===== config.mk =====
export PLATFORM = sky130hd
export DESIGN_NAME = ltab_bank
export DESIGN_NICKNAME = d
export VERILOG_FILES = /design/src/ltab_pkg.sv /design/src/ltab_bank.sv /design/src/ltab_limit_cmp.sv
export SDC_FILE = /design/constraint.sdc
export NUM_CORES = 1
export LEC_CHECK = 0
export ABC_AREA = 1
export BUFFER_PORTS_ARGS = -buffer_cell sky130_fd_sc_hd__buf_2
export CAP_MARGIN = 10
export CORE_MARGIN = 8
export CORE_UTILIZATION = 57
export DETAILED_ROUTE_END_ITERATION = 8
export PLACE_DENSITY = 0.89
export SLEW_MARGIN = 15
export SYNTH_ARGS = -nofsm -noshare
export SYNTH_HDL_FRONTEND = slang
export SYNTH_SLANG_ARGS = --single-unit

===== constraint.sdc =====
create_clock -name clk -period 4.5 [get_ports clk]
set_input_delay 0.225 -clock clk [delete_from_list [all_inputs] [get_ports clk]]
set_output_delay 0.225 -clock clk [all_outputs]
set_load 0.03 [all_outputs]

===== src/ltab_pkg.sv =====
// constants, register map and carrier types of the limit threshold alert bank
package ltab_pkg;

  // ---------------------------------------------------------------
  // bus widths
  // ---------------------------------------------------------------
  localparam int ADDR_W = 6;
  localparam int DATA_W = 16;

  // ---------------------------------------------------------------
  // register addresses
  // ---------------------------------------------------------------
  localparam logic [ADDR_W-1:0] ADDR_SHUNT_OVER  = 6'h0c;
  localparam logic [ADDR_W-1:0] ADDR_SHUNT_UNDER = 6'h0d;
  localparam logic [ADDR_W-1:0] ADDR_BUS_OVER    = 6'h0e;
  localparam logic [ADDR_W-1:0] ADDR_BUS_UNDER   = 6'h0f;
  localparam logic [ADDR_W-1:0] ADDR_TEMP_OVER   = 6'h10;
  localparam logic [ADDR_W-1:0] ADDR_POWER_OVER  = 6'h11;
  localparam logic [ADDR_W-1:0] ADDR_DIAG        = 6'h20;
  localparam logic [ADDR_W-1:0] ADDR_CONFIG      = 6'h21;
  localparam logic [ADDR_W-1:0] ADDR_IRQ_STATUS  = 6'h22;
  localparam logic [ADDR_W-1:0] ADDR_IRQ_MASK    = 6'h23;

  // ---------------------------------------------------------------
  // reset values and field shapes
  // ---------------------------------------------------------------
  localparam int BUS_LIMIT_W = 15;
  localparam int TEMP_W      = 12;
  localparam int TEMP_LSB    = 4;
  localparam int POWER_W     = 24;
  localparam int POWER_LSB   = 8;
  localparam logic [DATA_W-1:0]      RST_SHUNT_OVER  = 16'h7fff;
  localparam logic [DATA_W-1:0]      RST_SHUNT_UNDER = 16'h8000;
  localparam logic [BUS_LIMIT_W-1:0] RST_BUS_OVER    = 15'h7fff;
  localparam logic [BUS_LIMIT_W-1:0] RST_BUS_UNDER   = 15'h0000;
  localparam logic [TEMP_W-1:0]      RST_TEMP_OVER   = 12'h7ff;
  localparam logic [DATA_W-1:0]      RST_POWER_OVER  = 16'hffff;

  // ---------------------------------------------------------------
  // limit channels, in diagnostic bit order from bit FLAG_LSB up
  // ---------------------------------------------------------------
  localparam int NUM_CH         = 6;
  localparam int CH_POWER_OVER  = 0;
  localparam int CH_BUS_UNDER   = 1;
  localparam int CH_BUS_OVER    = 2;
  localparam int CH_SHUNT_UNDER = 3;
  localparam int CH_SHUNT_OVER  = 4;
  localparam int CH_TEMP_OVER   = 5;
  localparam int FLAG_LSB       = 2;
  localparam int TRIM_BIT       = 0;
  localparam int DIAG_USED_W    = FLAG_LSB + NUM_CH;

  // config register bits
  localparam int CFG_LATCH_BIT = 0;
  localparam int CFG_RANGE_BIT = 1;
  localparam int CFG_W         = 2;

  // ---------------------------------------------------------------
  // carriers
  // ---------------------------------------------------------------
  typedef struct packed {
    logic              rd;
    logic              wr;
    logic [ADDR_W-1:0] addr;
    logic [DATA_W-1:0] wdata;
  } ltab_bus_req_t;

  typedef struct packed {
    logic               shunt_valid;
    logic [DATA_W-1:0]  shunt_result;
    logic               bus_valid;
    logic [DATA_W-1:0]  bus_result;
    logic               temp_valid;
    logic [TEMP_W-1:0]  die_temperature_result;
    logic               power_valid;
    logic [POWER_W-1:0] power_result;
  } ltab_meas_t;

endpackage


===== src/ltab_bank.sv =====
// limit threshold register bank with diagnostic flags and interrupt
//
// What this block does
// trim checksum ok bit resets to one, drops to zero on checksum error.
// shunt over limit, signed sixteen bits, reset 7fff, signed compare per shunt result.
// negative shunt over limit trips on a zero volt shunt result.
// software sets shunt over limit to the larger of two negative limits.
// shunt under limit, signed sixteen bits, reset 8000, signed compare per result.
// shunt limits share shunt result scaling, chosen by the input range select.
// bus over limit in bits 14 to 0, unsigned, reset 7fff, bit 15 reads zero.
// bus under limit in bits 14 to 0, unsigned, reset zero, bit 15 reads zero.
// bus limits compare directly against raw bus result codes.
// temperature limit bits 15 to 4, signed, reset 7ff, compared to die temperature.
// temperature limit bits 3 to 0 always read zero.
// power over limit at address 11, reset ffff.
// each result beyond its limit sets the matching diagnostic flag.
// in latched mode flags hold until software reads the diagnostic register.
// power limit is unsigned sixteen bits, compared to bits 23 to 8 of the power result.
// every compare runs on each new result with the limits held then.
`timescale 1ns/1ps
`default_nettype none

module ltab_bank
  import ltab_pkg::*;
(
  // clock and reset
  input  wire logic              clk,
  input  wire logic              reset,
  // register port
  input  wire ltab_bus_req_t     reg_req,
  output logic [DATA_W-1:0]      reg_rdata,
  // measurement results
  input  wire ltab_meas_t        meas,
  input  wire logic              trim_checksum_error,
  // status and control outputs
  output logic [DIAG_USED_W-1:0] diagnostic_alert_flags,
  output logic                   shunt_input_range_select,
  output logic                   irq
);

  // ---------------------------------------------------------------
  // storage
  // ---------------------------------------------------------------
  logic [DATA_W-1:0]      shunt_over_limit;
  logic [DATA_W-1:0]      shunt_under_limit;
  logic [BUS_LIMIT_W-1:0] bus_over_limit;
  logic [BUS_LIMIT_W-1:0] bus_under_limit;
  logic [TEMP_W-1:0]      temperature_over_limit_field;
  logic [DATA_W-1:0]      power_over_limit;
  logic [CFG_W-1:0]       config_bits;
  logic [NUM_CH-1:0]      limit_flag;
  logic [NUM_CH-1:0]      irq_status;
  logic [NUM_CH-1:0]      irq_mask;
  logic                   trim_checksum_ok;

  // ---------------------------------------------------------------
  // register port decode
  // ---------------------------------------------------------------
  wire logic wr_shunt_over  = reg_req.wr && (reg_req.addr == ADDR_SHUNT_OVER);
  wire logic wr_shunt_under = reg_req.wr && (reg_req.addr == ADDR_SHUNT_UNDER);
  wire logic wr_bus_over    = reg_req.wr && (reg_req.addr == ADDR_BUS_OVER);
  wire logic wr_bus_under   = reg_req.wr && (reg_req.addr == ADDR_BUS_UNDER);
  wire logic wr_temp_over   = reg_req.wr && (reg_req.addr == ADDR_TEMP_OVER);
  wire logic wr_power_over  = reg_req.wr && (reg_req.addr == ADDR_POWER_OVER);
  wire logic wr_config      = reg_req.wr && (reg_req.addr == ADDR_CONFIG);
  wire logic wr_irq_status  = reg_req.wr && (reg_req.addr == ADDR_IRQ_STATUS);
  wire logic wr_irq_mask    = reg_req.wr && (reg_req.addr == ADDR_IRQ_MASK);
  wire logic rd_diag        = reg_req.rd && (reg_req.addr == ADDR_DIAG);

  // write data slices in the status and mask layout
  wire logic [NUM_CH-1:0] wdata_flags = reg_req.wdata[FLAG_LSB +: NUM_CH];

  // mode bits
  wire logic alert_latch_select = config_bits[CFG_LATCH_BIT];
  assign shunt_input_range_select = config_bits[CFG_RANGE_BIT];

  // ---------------------------------------------------------------
  // shunt limits, full sixteen bit signed fields
  // ---------------------------------------------------------------
  always_ff @(posedge clk or posedge reset) begin
    if (reset) begin
      shunt_over_limit  <= RST_SHUNT_OVER;
      shunt_under_limit <= RST_SHUNT_UNDER;
    end else begin
      if (wr_shunt_over) shunt_over_limit <= reg_req.wdata;
      if (wr_shunt_under) shunt_under_limit <= reg_req.wdata;
    end
  end

  // ---------------------------------------------------------------
  // bus limits, bit 15 never stored
  // ---------------------------------------------------------------
  always_ff @(posedge clk or posedge reset) begin
    if (reset) begin
      bus_over_limit  <= RST_BUS_OVER;
      bus_under_limit <= RST_BUS_UNDER;
    end else begin
      if (wr_bus_over) bus_over_limit <= reg_req.wdata[BUS_LIMIT_W-1:0];
      if (wr_bus_under) bus_under_limit <= reg_req.wdata[BUS_LIMIT_W-1:0];
    end
  end

  // ---------------------------------------------------------------
  // temperature and power limits
  // ---------------------------------------------------------------
  always_ff @(posedge clk or posedge reset) begin
    if (reset) begin
      temperature_over_limit_field <= RST_TEMP_OVER;
      power_over_limit             <= RST_POWER_OVER;
    end else begin
      if (wr_temp_over) begin
        temperature_over_limit_field <= reg_req.wdata[TEMP_LSB +: TEMP_W];
      end
      if (wr_power_over) power_over_limit <= reg_req.wdata;
    end
  end

  // ---------------------------------------------------------------
  // config, interrupt mask
  // ---------------------------------------------------------------
  always_ff @(posedge clk or posedge reset) begin
    if (reset) begin
      config_bits <= '0;
      irq_mask    <= '0;
    end else begin
      if (wr_config) config_bits <= reg_req.wdata[CFG_W-1:0];
      if (wr_irq_mask) irq_mask <= wdata_flags;
    end
  end

  // ---------------------------------------------------------------
  // comparisons, one per measurement kind
  // ---------------------------------------------------------------
  logic [NUM_CH-1:0] cmp_hit;
  logic [NUM_CH-1:0] cmp_valid;

  // signed shunt compare, so a negative over limit trips at zero volts
  ltab_limit_cmp #(.W(DATA_W), .IS_SIGNED(1'b1)) u_shunt_cmp (
    .result      (meas.shunt_result),
    .over_limit  (shunt_over_limit),
    .under_limit (shunt_under_limit),
    .over_hit    (cmp_hit[CH_SHUNT_OVER]),
    .under_hit   (cmp_hit[CH_SHUNT_UNDER])
  );

  // raw bus codes against zero-extended limits
  ltab_limit_cmp #(.W(DATA_W), .IS_SIGNED(1'b0)) u_bus_cmp (
    .result      (meas.bus_result),
    .over_limit  ({1'b0, bus_over_limit}),
    .under_limit ({1'b0, bus_under_limit}),
    .over_hit    (cmp_hit[CH_BUS_OVER]),
    .under_hit   (cmp_hit[CH_BUS_UNDER])
  );

  // signed twelve bit die temperature, over limit only
  ltab_limit_cmp #(.W(TEMP_W), .IS_SIGNED(1'b1)) u_temp_cmp (
    .result      (meas.die_temperature_result),
    .over_limit  (temperature_over_limit_field),
    .under_limit (temperature_over_limit_field),
    .over_hit    (cmp_hit[CH_TEMP_OVER]),
    .under_hit   ()
  );

  // unsigned power, limit weighs in at the power result's upper word
  ltab_limit_cmp #(.W(DATA_W), .IS_SIGNED(1'b0)) u_power_cmp (
    .result      (meas.power_result[POWER_LSB +: DATA_W]),
    .over_limit  (power_over_limit),
    .under_limit (power_over_limit),
    .over_hit    (cmp_hit[CH_POWER_OVER]),
    .under_hit   ()
  );

  // each channel samples only when its own result is new
  assign cmp_valid[CH_SHUNT_OVER]  = meas.shunt_valid;
  assign cmp_valid[CH_SHUNT_UNDER] = meas.shunt_valid;
  assign cmp_valid[CH_BUS_OVER]    = meas.bus_valid;
  assign cmp_valid[CH_BUS_UNDER]   = meas.bus_valid;
  assign cmp_valid[CH_TEMP_OVER]   = meas.temp_valid;
  assign cmp_valid[CH_POWER_OVER]  = meas.power_valid;

  // ---------------------------------------------------------------
  // diagnostic flags and interrupt status, per channel
  // ---------------------------------------------------------------
  logic [NUM_CH-1:0] limit_event;
  logic [NUM_CH-1:0] next_limit_flag;
  logic [NUM_CH-1:0] next_irq_status;

  genvar ch;
  generate
    for (ch = 0; ch < NUM_CH; ch = ch + 1) begin : g_chan
      // a new result beyond its limit
      assign limit_event[ch] = cmp_valid[ch] & cmp_hit[ch];
      // latched: set wins over the clearing read; transparent: follow each result
      assign next_limit_flag[ch] = alert_latch_select ?
          (limit_event[ch] | (limit_flag[ch] & ~rd_diag)) :
          (cmp_valid[ch] ? cmp_hit[ch] : limit_flag[ch]);
      // write one to clear, a same cycle event wins
      assign next_irq_status[ch] = limit_event[ch] |
          (irq_status[ch] & ~(wr_irq_status & wdata_flags[ch]));
    end
  endgenerate

  // flag and status registers
  always_ff @(posedge clk or posedge reset) begin
    if (reset) begin
      limit_flag <= '0;
      irq_status <= '0;
    end else begin
      limit_flag <= next_limit_flag;
      irq_status <= next_irq_status;
    end
  end

  // trim checksum status, sticky low once an error is seen
  always_ff @(posedge clk or posedge reset) begin
    if (reset) begin
      trim_checksum_ok <= 1'b1;
    end else if (trim_checksum_error) begin
      trim_checksum_ok <= 1'b0;
    end
  end

  // level interrupt from any unmasked status bit
  assign irq = |(irq_status & irq_mask);

  // diagnostic view: flags over bits 7 to 2, trim status in bit 0
  assign diagnostic_alert_flags = {limit_flag, 1'b0, trim_checksum_ok};

  // ---------------------------------------------------------------
  // read back
  // ---------------------------------------------------------------
  logic [DATA_W-1:0] rd_mux;

  // select the addressed word, reserved bits and unmapped words read zero
  always_comb begin
    rd_mux = '0;
    unique case (reg_req.addr)
      ADDR_SHUNT_OVER:  rd_mux = shunt_over_limit;
      ADDR_SHUNT_UNDER: rd_mux = shunt_under_limit;
      ADDR_BUS_OVER:    rd_mux = {1'b0, bus_over_limit};
      ADDR_BUS_UNDER:   rd_mux = {1'b0, bus_under_limit};
      ADDR_TEMP_OVER:   rd_mux = {temperature_over_limit_field, {TEMP_LSB{1'b0}}};
      ADDR_POWER_OVER:  rd_mux = power_over_limit;
      ADDR_DIAG:        rd_mux = {{(DATA_W-DIAG_USED_W){1'b0}}, diagnostic_alert_flags};
      ADDR_CONFIG:      rd_mux = {{(DATA_W-CFG_W){1'b0}}, config_bits};
      ADDR_IRQ_STATUS:  rd_mux = {{(DATA_W-DIAG_USED_W){1'b0}}, irq_status, {FLAG_LSB{1'b0}}};
      ADDR_IRQ_MASK:    rd_mux = {{(DATA_W-DIAG_USED_W){1'b0}}, irq_mask, {FLAG_LSB{1'b0}}};
      default:          rd_mux = '0;
    endcase
  end

  // read data stand only in the cycle after the read strobe
  always_ff @(posedge clk or posedge reset) begin
    if (reset) begin
      reg_rdata <= '0;
    end else begin
      reg_rdata <= reg_req.rd ? rd_mux : '0;
    end
  end

endmodule

`default_nettype wire


===== src/ltab_limit_cmp.sv =====
// over and under comparison of one result against its two limits
`timescale 1ns/1ps
`default_nettype none

module ltab_limit_cmp #(
  parameter int W         = 16,
  parameter bit IS_SIGNED = 1'b1
) (
  // operands
  input  wire logic [W-1:0] result,
  input  wire logic [W-1:0] over_limit,
  input  wire logic [W-1:0] under_limit,
  // outcome
  output logic              over_hit,
  output logic              under_hit
);

  // extend by one bit so one signed compare serves both number kinds
  wire logic [W:0] result_x = {IS_SIGNED & result[W-1], result};
  wire logic [W:0] over_x   = {IS_SIGNED & over_limit[W-1], over_limit};
  wire logic [W:0] under_x  = {IS_SIGNED & under_limit[W-1], under_limit};

  // strict compares: equal to a limit is still in range
  assign over_hit  = $signed(result_x) > $signed(over_x);
  assign under_hit = $signed(result_x) < $signed(under_x);

endmodule

`default_nettype wire


Yosys cells after proc, flatten, opt, wreduce, memory -nomap -nowiden --
Cells that the tools add are included.
Word-level totals: register bits after elaboration 127, input port bits 99, output and inout bits 26, word-level logic and storage cells 104
Cells by class: magnitude comparators 6, eq/ne operators 10, muxes and demuxes 14, bitwise gates (word level) 44, reductions and logical operators 15
Operators with widths (number):
- $pmux W16 S10 | 1
- $gt A16 B16 Y1 | 2
- $and A1 B1 Y1 | 24
- $eq A6 B4 Y1 const B | 4
- $eq A6 B6 Y1 const B | 4
- $gt A16 B15 Y1 | 1
- $lt A16 B15 Y1 | 1
- $lt A16 B16 Y1 | 1
- $mux W16 | 1
- $eq A6 B5 Y1 const B | 2
- $gt A12 B12 Y1 | 1
- $mux W1 | 12
- $or A1 B1 Y1 | 12
- $logic_and A1 B1 Y1 | 10
- $reduce_bool A2 Y1 | 4
- $not A1 Y1 | 7
- $and A6 B6 Y6 | 1
- $reduce_or A6 Y1 | 1

Logic depth before layout (Yosys ltp) --
Gate-level depths: netlist (run 1).
depth after elaboration 6, gate-level depth with buffers 13, mapped depth without buffers 13

Hierarchy --
A second synthesis (run 1) with hierarchy kept.
Unflattened totals: cells, all modules 1217, area total of the unflattened synthesis 8927.3 um2
Modules (own cells, without submodules):
- ltab_bank | times used 1, cells each 684, area each 5729.2 um2, seq. area each 3251.9 um2
- ltab_limit_cmp at u_bus_cmp ... | times used 2, cells each 137, area each 835.8 um2, seq. area each 0.0 um2
- ltab_limit_cmp at u_shunt_cmp | times used 1, cells each 142, area each 857.1 um2, seq. area each 0.0 um2
- ltab_limit_cmp at u_temp_cmp | times used 1, cells each 117, area each 669.4 um2, seq. area each 0.0 um2

Worst setup path before layout (run 1) --
Ideal clock, no wire load.
kind reg2reg, start point register temperature_over_limit_field[7], end point register irq_status[5], library setup time 121 ps, data arrival time 1474 ps, required time 4379 ps, path slack 2905 ps, cell stages (with the launch flop) 10, buffers on the path 0, clock period less this slack 1595 ps, path through dfstp_2 inv_1 ha_1 nand4_1 nor3_1 nand3_1 o21ai_0 inv_1 nand2_1 nand2_1
On the way: longest elaborated chain between the ends 3
Ends and longest elaborated chain:
- start: declaration | RTL line ltab_bank.sv:48 | logic [TEMP_W-1:0] temperature_over_limit_field;
- start signal: assignment | RTL line ltab_bank.sv:112 | temperature_over_limit_field <= reg_req.wdata[TEMP_LSB +: TEMP_W];
- $gt A12 B12 Y1 | RTL line ltab_limit_cmp.sv:24 | assign over_hit = $signed(result_x) > $signed(over_x);
- $and A1 B1 Y1 | RTL line ltab_bank.sv:192 | assign limit_event[ch] = cmp_valid[ch] & cmp_hit[ch];
- $or A1 B1 Y1 | RTL line ltab_bank.sv:198 | assign next_irq_status[ch] = limit_event[ch] |
- named net next_irq_status[5] | RTL line ltab_bank.sv:186 | logic [NUM_CH-1:0] next_irq_status;
- end signal: assignment | RTL line ltab_bank.sv:210 | irq_status <= next_irq_status;
- end: declaration | RTL line ltab_bank.sv:52 | logic [NUM_CH-1:0] irq_status;
The timed path passes the listed nets, and every way through them passes these cells. A chain may end at the register's enable or synchronous reset.

Worst setup path in the final report (run 1) --
start point input port reg_req[21] (netlist name), end point register shunt_over_limit[3]
On the way: longest elaborated chain between the ends 2
Ends and longest elaborated chain:
- start: declaration | RTL line ltab_bank.sv:30 | input wire ltab_bus_req_t reg_req,
- $eq A6 B4 Y1 | RTL line ltab_bank.sv:59 | wire logic wr_shunt_over = reg_req.wr && (reg_req.addr == ADDR_SHUNT_OVER);
- $logic_and A1 B1 Y1 | RTL line ltab_bank.sv:59
- end signal: assignment | RTL line ltab_bank.sv:85 | if (wr_shunt_over) shunt_over_limit <= reg_req.wdata;
- end: declaration | RTL line ltab_bank.sv:44 | logic [DATA_W-1:0] shunt_over_limit;
Every way passes these cells.

==> results of run 1 <==
## per-layer routing
metal | GRT usage, % | routed length (um) | vias to the layer above
met3 | 7.20 | 2140 | 73
li1 | - | - | 3364
met2 | 41.4 | 10200 | 371
met1 | 30.5 | 8720 | 3272
met4 | 13.8 | 1150 | 0
met5 | 0 | 0 | -
## critical path: cells and delay by family
family          cells  cell delay, ps
simple gates        4            1730
buf+inv             1             120
compound gates      1             450
## where the power goes
group,switching (mW),internal (mW),total (mW)
logic,0.427,0.255,0.682
clock network,0.521,0.960,1.48
registers,0.102,1.32,1.43
total,1.05,2.54,3.59
## cell families after synthesis
| logic type | after synthesis |
|---|---|
| simple gates | 313 |
| other cells | 1 |
| compound gates | 235 |
| flops | 127 |
| fa+ha+maj | 88 |
| buf+inv | 193 |
## final timing paths
kind / depth (start not counted) / slack, ps / end / startpoint
worst max register to register: 10 / 2590 / irq_status[4] / shunt_over_limit[5]
worst max-delay path: 6 / 2280 / shunt_over_limit[3] / reg_req[21]
max in group asynchronous: 3 / 3290 / shunt_under_limit[7] / reset
min in group clk: 3 / 60 / reg_rdata[2] / reg_req[23]
worst min register to register: 2 / 460 / trim_checksum_ok / trim_checksum_ok
worst min-delay path: 2 / 40 / bus_under_limit[9] / reset
## timing repair
action,4_1_cts,5_1_grt
hold buffers,1,0
hold endpoints to repair,1,0
setup endpoints to repair,0,0
## per-stage QoR
stage	hold slack (ps)	area, um2	utilization, %
CTS	45.6	9010	68.0
detailed placement	348	8360	63.1
global route	64.5	9010	68.0
floorplan	257	7710	-
finish	43.7	9010	68.0
global placement	345	8360	63.1
## registers in the layout (all words and copies together), names as in the netlist
name / flops
reg_rdata: 16
irq_status: 6
limit_flag: 6
shunt_under_limit: 16
bus_under_limit: 15
config_bits: 2
temperature_over_limit_field: 12
power_over_limit: 16
irq_mask: 6
trim_checksum_ok: 1
shunt_over_limit: 16
bus_over_limit: 15
## placed cells by master (no fill, tap or decap), types with 8 or more instances in the layout
cell type | synthesis | layout
sky130_fd_sc_hd__nand2_1 | 215 | 215
sky130_fd_sc_hd__inv_1 | 156 | 155
sky130_fd_sc_hd__buf_2 | 14 | 115
sky130_fd_sc_hd__o21ai_0 | 93 | 93
sky130_fd_sc_hd__ha_1 | 88 | 88
sky130_fd_sc_hd__dfrtp_1 | 68 | 68
sky130_fd_sc_hd__dfstp_2 | 59 | 59
sky130_fd_sc_hd__a21oi_1 | 54 | 54
sky130_fd_sc_hd__nor2_1 | 40 | 40
sky130_fd_sc_hd__o21ai_1 | 35 | 35
sky130_fd_sc_hd__nand3_1 | 28 | 28
sky130_fd_sc_hd__o22ai_1 | 20 | 20
sky130_fd_sc_hd__clkbuf_16 | 0 | 17
sky130_fd_sc_hd__a22oi_1 | 11 | 11
sky130_fd_sc_hd__nor3_1 | 9 | 9
sky130_fd_sc_hd__nand4_1 | 8 | 8
sky130_fd_sc_hd__a31oi_1 | 8 | 8
## area by class of cell
cell class,instances,area (um2)
Fill cell,1071,4230
Clock buffer,20,457
Timing Repair Buffer,117,593
Clock inverter,12,183
Multi-Input combinational cell,637,3690
Sequential cell,127,3250
Tap cell,176,220
Inverter,163,614
==> results.md, run 1 <==
Outcome:
- The flow ran to the end, and the final reports show no timing, DRC or antenna violations.

Final layout:
- In the final layout, the share of cells above drive strength 1 is 21.1%.
- The number of antenna diodes in the final layout is 0.
- The count of cells in the finished layout, fillers not included, comes to 1252.
- The area growth from synthesis to final layout is 16.8%.
- The net count reported at finish is 1250.

Setup path:
- The data arrival time of the critical path is 2530 ps.
- Of all nets on the critical path, the largest fanout is 32.
- STA classifies the critical path endpoint as a flop.
- In this design, the stage delay of the slowest critical-path cell is 770 ps.
- The data required time at the worst endpoint is 4820 ps.
- The cell type with the highest occurrence count on the critical path is sky130_fd_sc_hd__nor2_2.
- The worst setup path is launched from an input pin.
- The slowest stage cell on the critical path is sky130_fd_sc_hd__nand2_1.
- Walking the worst path, the cells encountered are buf_2 > nor2_2 > nand3_1 > nor2_2 > nand2_1 > o21ai_0.
- The startpoint-to-endpoint class of the critical path is in -> reg.

Synthesis:
- The post-synthesis instance total is 957.
- Ranked by instance count, the synthesized netlist is headed by sky130_fd_sc_hd__nand2_1 (215), sky130_fd_sc_hd__inv_1 (156), sky130_fd_sc_hd__o21ai_0 (93), sky130_fd_sc_hd__ha_1 (88), sky130_fd_sc_hd__dfrtp_1 (68).
- The post-synthesis async set-or-reset flop share is 100%.
- Each instance of the synthesized netlist takes up on average 8.06 um2.
- The synthesized flop and latch total is 127.
- Summing the areas of all fa, ha and maj instances in the mapped netlist gives 14.3% of the synthesized area.
- Of the post-synthesis cell area, the dominant cell type holds 22.1%.
- After synthesis, flip-flops and latches occupy 42.2% of the total area.
- By area the synthesized netlist is led by sky130_fd_sc_hd__dfrtp_1 (22%), sky130_fd_sc_hd__dfstp_2 (20%), sky130_fd_sc_hd__ha_1 (14%), sky130_fd_sc_hd__nand2_1 (10%), sky130_fd_sc_hd__inv_1 (7.6%).
- The xor/xnor cell area share of the yosys netlist is 0%.
- The most frequent cell after synthesis is sky130_fd_sc_hd__nand2_1.
- The net count of the mapped netlist is 1144.
- The primary flip-flop cell chosen by synthesis mapping is sky130_fd_sc_hd__dfrtp_1.
- The compound-cell area share of the yosys netlist is 16.7%.
- The number of distinct library cells after synthesis is 36.
- The main combinational cell family by area after synthesis is simple AND/OR/NAND/NOR gates.
- The cell area that synthesis handed to floorplanning was 0.00771 mm2.
- The leading area contributor after synthesis is sky130_fd_sc_hd__dfrtp_1.
- The number of enable flip-flop cells after synthesis is 0.
- The share of synthesized cell area in and, or, nand and nor gates is 16.9%.
- The multiplexer share of the synthesized area is 0%.
- The count of warnings emitted by yosys is 0.

Drt:
- The detail-routed via count per cell is 5.65.
- The number of DRC violations after detailed routing is 0.
- The via total after detailed routing is 7080.
- The count of nets left with antenna violations once routing finished came out at 0.
- The first detailed-routing pass took 5 iterations.
- Wires add up to 22300 um.
- The average wire per cell in the routed design is 17.8 um.
- After the first detailed-routing iteration, the DRC count stood at 587.

Timing:
- Static timing analysis puts the maximum clock frequency at 451 MHz.
- Headroom to the max-slew limit came out at 34.2%.
- The final max-slew violation count is 0.
- Setup repair after global routing left no endpoint under its margin.
- The final cycle utilization of the critical path is 49.3%.
- The setup TNS is 0 ps.
- The total count of hold-check failures in the final report is 0.
- The post-route minimum period is 2220 ps.
- The worst clock skew on the final layout is 7.33 ps.
- The setup slack after layout is 2280 ps.
- Setup violations remaining at the end of the flow were counted as 0.
- The worst-margin pin slew is 987 ps.

Power:
- The final total power is 3.59 mW.
- The power density normalized to cell area is 398 mW/mm2.
- Summed over all cells, the static leakage comes to 4.32 nW.
- The maximum ir drop on the vdd rail is 0.292 mV.

Clocking:
- The clock passes through at most 2 buffers.
- The clock drives 127 sinks.
- The CTS tree is done.
- The number of gates resized after CTS is 0.
- The depth of the CTS H-tree is 4.
- The clock tree root driver cell is sky130_fd_sc_hd__clkbuf_16.
- The number of buffers added by the clock tree synthesis step is 17.
- The insertion delay of the later-clocked pin in the worst-skew pair is 420 ps.
- After clock tree synthesis, the clock-pin slew on the worst setup and hold paths is 60 ps.
- The number of post-CTS setup repair buffers is 0.

Hold path:
- The worst hold path belongs to the class in -> async.

Floorplanning:
- The width of the die is 132 um.
- During I/O placement, the number of pins put on the boundary was 125.
- The full die area is 0.0175 mm2.
- The initial core utilization is 58.2%.
- In this run the core area contains 42 standard-cell rows.
- The floorplan step set the die height to 132 um.
- The area of the placeable core is 0.0132 mm2.

Placement:
- The count of placed standard cells including taps is 1219.
- The worst-case setup slack after placement is 2060 ps.
- In this run the tool buffered the top-level ports with 115 buffer cells.
- Routability-driven placement finished with a final weighted congestion of 0.969.
- The placed wire-length estimate after detailed placement is 16600 um.

Global routing:
- The pin count of the biggest net entering global routing is 83.
- The first global-routing pass estimated 35900 um of wire.
- Global routing consumed, over all layers together, 25.7% of the routing resources.
- The number of global-route vias before repair was 7276.
- The initial antenna violation count is 0.
- The total overflow left after global routing is 0.

Run:
- Across the run, the number of max-cap violations was 0.
Note: power is estimated with default switching activity, not from simulation.
==> run 2: changes to the inputs <==
--- a/config.mk
+++ b/config.mk
@@ -9,9 +9,9 @@
 export BUFFER_PORTS_ARGS = -buffer_cell sky130_fd_sc_hd__buf_2
 export CAP_MARGIN = 10
 export CORE_MARGIN = 8
-export CORE_UTILIZATION = 57
+export CORE_UTILIZATION = 52
 export DETAILED_ROUTE_END_ITERATION = 8
-export PLACE_DENSITY = 0.89
+export PLACE_DENSITY = 0.86
 export SLEW_MARGIN = 15
 export SYNTH_ARGS = -nofsm -noshare
 export SYNTH_HDL_FRONTEND = slang
==> constraint.sdc (replaced) <==
create_clock -name clk -period 1.9 [get_ports clk]
set_input_delay 0.095 -clock clk [delete_from_list [all_inputs] [get_ports clk]]
set_output_delay 0.095 -clock clk [all_outputs]
set_load 0.03 [all_outputs]
==> run 2 against run 1 <==
Critical path type is now reg -> reg; final cell count is 2.1% higher; first-iteration DRC count is 20% higher; sequential cell count stayed put; combinational power is 150% higher; worst setup slack worse by 2200 ps; clock power is 110% higher; largest cell class unchanged; critical path depth is 4 higher.
==> results.md, run 2 (synthesized netlist as in run 1, its figures left out) <==
Placement:
- The congestion estimate from routability-driven global placement came to 0.937.
- Summing all placed instances gives a cell area of 0.00852 mm2.
- In this run the tool buffered the top-level ports with 115 buffer cells.
- The count of placed standard cells including taps is 1241.
- The worst-case setup slack after placement is 34.0 ps.
- The placed wire-length estimate after detailed placement is 17000 um.

Floorplanning:
- The vertical extent of the die is 138 um.
- The initial core utilization is 53.1%.
- The floorplan step defined a die boundary enclosing 0.0190 mm2.
- Pin placement for this block handled 125 I/O pins.
- The core region is 0.0145 mm2.
- The number of placement rows is 44.
- The floorplan step set the die width to 138 um.

Setup path:
- The startpoint class of the critical path is a flop.
- The data required time at the worst endpoint is 2210 ps.
- Among the stages of the critical path, the cell type that occurs most often is sky130_fd_sc_hd__nand2_1.
- The buffers plus inverters on the worst setup path is 2.
- In this run the worst path has a maximum fanout of 3.
- Walking the worst path, the cells encountered are inv_1 > ha_1 > nand2_1 > inv_1 > o21ai_0 > nand2_1 > a21oi_2 > o21ai_1 > nand3b_1 > nand2_1.
- The startpoint-to-endpoint class of the critical path is reg -> reg.
- The largest single stage delay on the critical path is 540 ps.
- At the worst endpoint, the arrival time is 2150 ps.
- The slowest stage cell on the critical path is sky130_fd_sc_hd__dfstp_2.
- Broken down by cell family, the worst path's largest delay share belongs to flip-flops.
- The type of element capturing the critical path is a flop.

Timing:
- In the finished design, the share of the clock period the worst path needs comes to 97.3%.
- In the final timing run, aggregate negative setup slack is 0 ps.
- Setup violations remaining at the end of the flow were counted as 0.
- The worst clock skew on the final layout is 7.86 ps.
- The post-route minimum period is 1850 ps.
- The total count of hold-check failures in the final report is 0.
- For the pin with the worst max-slew slack, the measured transition is 666 ps.
- Static timing analysis puts the maximum clock frequency at 541 MHz.
- The final max-slew violation count is 0.
- Setup slack closes at 52.1 ps.
- The worst slew margin relative to its limit is 55.5%.
- The worst hold slack across all endpoints is 32.8 ps.

Drt:
- The remaining number of nets flagged by the antenna check after routing is 0.
- The number of DRC violations after detailed routing is 0.
- The average wire per cell in the routed design is 18.0 um.
- The first TritonRoute pass finished after 5 iterations.
- For this block, the initial DRC count from the detailed router was 707.
- The via total after detailed routing is 7174.
- Wires add up to 22900 um.
- The detail-routed via count per cell is 5.61.

Hold path:
- The tightest min-delay check is of the in -> reg type.

Power:
- The design draws 8.24 mW.
- The power spent charging and discharging nets is 2.49 mW.
- Per report_power, the sequential group accounts for 40.9% of the total.
- The maximum ir drop on the vdd rail is 0.718 mV.
- Dividing total power by cell area gives a power density of 896 mW/mm2.
- The switching power as a share of total power is 30.2%.
- Combinational cells account for 20.4% of the total power.
- The leakage component of the power is 4.41 nW.
- The part of the power in the clock network is 38.6%.
- The internal portion of the total power is 5.75 mW.

Global routing:
- The pin count of the biggest net entering global routing is 45.
- The first global-routing pass estimated 35100 um of wire.
- The initial antenna violation count is 0.
- The met1 track utilization from global routing is 28.8%.
- The all-layer global routing usage is 24.4%.
- Summed over all layers, the global routing overflow is 0.
- The global routing's busiest layer is met2.
- The met2 usage in global routing is 40.2%.
- The met3 usage in global routing is 4.78%.
- The number of global-route vias before repair came to 6997.

Final layout:
- The total non-filler cell area in the finished layout is 0.00920 mm2.
- The area growth from synthesis to final layout is 19.2%.
- The net count reported at finish is 1269.
- Cells fill 63.3% of the core in the end.
- After the flow finishes, the layout carries non-filler instances totaling 1278.
- The post-route netlist has 22.8% of its cells at a drive strength greater than 1.
- The top cell types in the final layout, fill and taps aside, are sky130_fd_sc_hd__nand2_1 (214), sky130_fd_sc_hd__inv_1 (154), sky130_fd_sc_hd__buf_2 (115), sky130_fd_sc_hd__o21ai_0 (92), sky130_fd_sc_hd__ha_1 (88).
- Leaving out fill and tap cells, the most frequent cell in the layout is sky130_fd_sc_hd__nand2_1.

Clocking:
- The clock tree root driver cell is sky130_fd_sc_hd__clkbuf_16.
- The clock net sink count is 127.
- The insertion delay of the later-clocked pin in the worst-skew pair is 430 ps.
- The number of buffers between clock root and the deepest sink is 2.
- TritonCTS built the clock tree.
- Counting the buffers created by CTS gives 17.
- The clock transition at the register clock pins on the worst setup and hold paths after CTS is 60 ps.
- The depth of the CTS H-tree is 4.

Run:
- The max-capacitance violation count is 0.

Outcome:
- The run finished with clean final reports.
run 2: worst reg2reg max path, stage by stage (launching register included):
cell	delay, ps
sky130_fd_sc_hd__dfstp_2	540
sky130_fd_sc_hd__inv_1	50
sky130_fd_sc_hd__ha_1	290
sky130_fd_sc_hd__nand2_1	90
sky130_fd_sc_hd__inv_1	40
sky130_fd_sc_hd__o21ai_0	130
sky130_fd_sc_hd__nand2_1	80
sky130_fd_sc_hd__a21oi_2	190
sky130_fd_sc_hd__o21ai_1	120
sky130_fd_sc_hd__nand3b_1	120
sky130_fd_sc_hd__nand2_1	80
run 2: area by class of cell:
cell class                      instances  area [um2]
Inverter                              163         616
Clock buffer                           20         457
Multi-Input combinational cell        637        3740
Tap cell                              184         230
Fill cell                            1224        5340
Sequential cell                       127        3250
Antenna cell                            1        2.50
Clock inverter                         10         116
Timing Repair Buffer                  136         783
run 2: power by group through the flow:
stage / sequential (mW) / combinational [mW] / clock, mW
detailed placement: 3.39 / 1.60 / 0
global placement: 3.38 / 1.51 / 0
global route: 3.40 / 1.91 / 3.29
finish: 3.37 / 1.68 / 3.18
CTS: 3.36 / 1.64 / 3.18
floorplan: 3.39 / 1.05 / 0
run 2: path summary, 6_finish.rpt:
kind,slack (ps),to,startpoint,cells past startpoint
max,50,limit_flag[0],power_over_limit[13],10
min,30,limit_flag[3],meas[71],3
max reg2reg,50,limit_flag[0],power_over_limit[13],10
min reg2reg,470,trim_checksum_ok,trim_checksum_ok,2
max in group asynchronous,1080,bus_over_limit[9],reset,4
min in group asynchronous,190,shunt_under_limit[8],reset,3
run 2: metal layers:
metal	part of all wire, %	wire length [um]
met5	0	0
met2	47	10800
met4	5.7	1310
met1	38	8830
met3	8.6	1970
run 2: timing repair:
item / CTS / global route
endpoints found under the hold margin: 78 / 0
gates resized for setup: 0 / 12
buffers inserted: 0 / 1
setup endpoints to repair: 0 / 7
hold buffers: 5 / 0
==> run 3: changes to the inputs <==
==> constraint.sdc (replaced) <==
create_clock -name clk -period 1.9 [get_ports clk]
set_input_delay 0.57 -clock clk [delete_from_list [all_inputs] [get_ports clk]]
set_output_delay 0.57 -clock clk [all_outputs]
set_load 0.03 [all_outputs]
==> run 3 against run 2 <==
The flow now finishes with violations (negative setup slack); non-clock buffer count rose by 19; via count rose by 2.4%; first-iteration DRC count rose by 1.1%; worst setup slack got worse by 250 ps; die area did not move; sequential cell count did not move; cell area rose by 2.3%; clock-buffer cell count fell by 1.
==> results.md, run 3 (synthesized netlist as in run 1, its figures left out) <==
Placement:
- Detailed placement ended at an HPWL of 17300 um.
- The standard cell area after detailed placement is 0.00865 mm2.
- Buffers placed on the I/O ports in this run total 115.
- The count of placed standard cells including taps is 1261.
- Routability-driven placement finished with a final weighted congestion of 0.923.

Clocking:
- Clock tree synthesis selected as its root buffer the cell sky130_fd_sc_hd__clkbuf_16.
- The CTS tree is done.
- The clock net sink count is 127.
- The insertion delay of the later-clocked pin in the worst-skew pair is 430 ps.
- In this run the deepest clock path goes through 2 buffers.
- After clock tree synthesis, the flow added hold-fix buffers numbering 0.
- The H-tree generated during clock tree synthesis spans 4 levels.
- The clock transition at the register clock pins on the worst setup and hold paths after CTS is 60 ps.
- The number of buffers added by the clock tree synthesis step is 17.

Timing:
- The final max-slew violation count is 0.
- Setup repair after global routing could not meet its margin everywhere.
- Setup violations remaining at the end of the flow were counted as 1.
- In this run the tightest slew margin relative to its limit is 63.9%.
- The total count of hold-check failures in the final report is 0.
- The post-route minimum period is 2100 ps.
- Timing would allow up to 476 MHz.
- Across all setup checks in the final design, the least slack found is -202 ps.
- The worst-margin pin slew is 542 ps.
- On the final layout, the worst clock skew is 7.40 ps.
- The worst path uses 111% of the clock period.

Setup path:
- The data arrival time of the critical path is 1530 ps.
- The slowest stage cell on the critical path is sky130_fd_sc_hd__dfrtp_1.
- The critical path goes through inv_2 > o22ai_4 > a221oi_2 > o221ai_1 > buf_4.
- Of all nets on the critical path, the largest fanout is 2.
- On the critical path the largest part of the delay comes from compound AO/OA/AOI/OAI gates.
- The type of element capturing the critical path is an output port.
- The data required time at the worst endpoint is 1330 ps.
- The startpoint class of the critical path is a flop.
- Counting both buffers and inverters, the worst setup path holds a total of 2.
- The startpoint-to-endpoint class of the critical path is reg -> out.
- On the worst path, the slowest cell contributes a delay of 400 ps.

Power:
- For this design the ratio of total power to cell area is 928 mW/mm2.
- The maximum ir drop on the vdd rail is 0.639 mV.
- The analysis attributes to cell leakage a power of 4.52 nW.
- Overall power consumption after layout is estimated at 8.73 mW.

Drt:
- The average wire per cell in the routed design is 17.9 um.
- The first detailed-routing pass took 7 iterations.
- Detailed routing inserted a total of 7345 vias.
- The overall routed net length is 23200 um.
- After the first detailed-routing iteration, the DRC count stood at 715.
- Dividing the detail-routed via count by the number of cells gives 5.65.
- The number of DRC violations after detailed routing is 0.
- The remaining number of nets flagged by the antenna check after routing is 0.

Global routing:
- Global routing used 24.9% of the available tracks across all layers.
- The first global-routing pass estimated 36100 um of wire.
- The number of global-route vias before repair came to 7266.
- The initial antenna violation count is 1.
- Entering global routing, the biggest net connects 83 pins.
- For this run the aggregate overflow at the end of global routing stands at 0.

Final layout:
- The post-layout instance count excluding filler cells is 1299.
- The final layout contains 1288 nets.
- Leaving out fill and tap cells, the most frequent cell in the layout is sky130_fd_sc_hd__nand2_1.
- In the final layout, the share of cells above drive strength 1 is 25.2%.
- Leaving out fill and tap cells, the most frequent cells in the layout are sky130_fd_sc_hd__nand2_1 (214), sky130_fd_sc_hd__inv_1 (151), sky130_fd_sc_hd__buf_2 (114), sky130_fd_sc_hd__o21ai_0 (90), sky130_fd_sc_hd__ha_1 (88).
- Summing all non-filler instances in the final layout gives an area of 0.00941 mm2.
- The filler cells instantiated in the layout total 1200.
- The area growth from synthesis to layout is 22.0%.

Floorplanning:
- The I/O pin count is 125.
- The floorplan step defined a die boundary enclosing 0.0190 mm2.
- The initialized floorplan defines 44 standard-cell rows.
- The width of the die is 138 um.
- The core region is 0.0145 mm2.
- For this configuration, the core starts out at a cell density of 53.1%.
- From bottom edge to top edge, the die measures 138 um.

Hold path:
- The min-delay analysis places its worst path in the category in -> async.

Outcome:
- The checks that failed: negative setup slack.
- The flow ran to the end, but the final reports show violations.

Run:
- The max-capacitance violation count is 0.
-- run 3: changes by cell type in the layout (fill, tap and decap cells not counted), moves of 2 or more --
cell / change
sky130_fd_sc_hd__bufinv_16: +3
sky130_fd_sc_hd__clkinvlp_4: -3
sky130_fd_sc_hd__inv_2: +3
sky130_fd_sc_hd__clkinv_4: +2
sky130_fd_sc_hd__o21ai_0: -2
sky130_fd_sc_hd__dlygate4sd3_1: -5
sky130_fd_sc_hd__buf_4: +26
sky130_fd_sc_hd__inv_1: -3
-- run 3: final cells by class --
| cell class | instances | area [um2] | share of cell area [%] |
|---|---|---|---|
| Antenna cell | 1 | 2.50 | 0.0266 |
| Clock buffer | 19 | 443 | 4.71 |
| Clock inverter | 13 | 210 | 2.23 |
| Inverter | 163 | 616 | 6.55 |
| Multi-Input combinational cell | 637 | 3750 | 39.9 |
| Sequential cell | 127 | 3250 | 34.6 |
| Tap cell | 184 | 230 | 2.45 |
| Timing Repair Buffer | 155 | 903 | 9.60 |
-- run 3: stage by stage --
step | TNS [ps] | hold WS, ps | utilization (%) | worst slack, ps
4_1_cts | -274 | 254 | 64.2 | -274
3_5_place_dp | -3130 | 454 | 59.5 | -137
6_report | -202 | 241 | 64.7 | -202
3_3_place_gp | -390 | 447 | 59.5 | -37.8
5_1_grt | -297 | 269 | 64.7 | -259
2_1_floorplan | -12860 | 427 | - | -189
-- run 3: path summary, 6_finish.rpt --
check / startpoint / end / slack (ps) / cells past startpoint
max: irq_status[0] / irq / -200 / 5
min reg2reg: trim_checksum_ok / trim_checksum_ok / 460 / 2
max in group asynchronous: reset / temperature_over_limit_field[0] / 1180 / 3
min: reset / reg_rdata[10] / 240 / 3
min in group clk: trim_checksum_error / trim_checksum_ok / 260 / 2
max reg2reg: temperature_over_limit_field[7] / limit_flag[5] / 100 / 10
-- run 3: power breakdown --
part | total [mW] | internal [mW] | switching (mW)
Sequential | 3.38 | 3.13 | 0.243
Combinational | 1.71 | 0.662 | 1.05
Clock | 3.64 | 2.36 | 1.28
-- run 3: timing repair --
item                       in CTS  in global routing
setup endpoints to repair       1                 11
pin swaps                       1                  5
gates resized for setup         1                 19
setup buffers                   2                  3
-- run 3: worst min-delay path: cells and delay by family --
family	cells	cell delay, ps
buffers and inverters	3	520
-- run 3: per-layer routing --
layer	up-vias	part of all wire, %	global-route usage, %
li1	3439	-	-
met1	3436	39	29.7
met2	380	47	39.6
met3	90	8.2	6.24
met4	0	5.3	15.7
met5	-	0	0
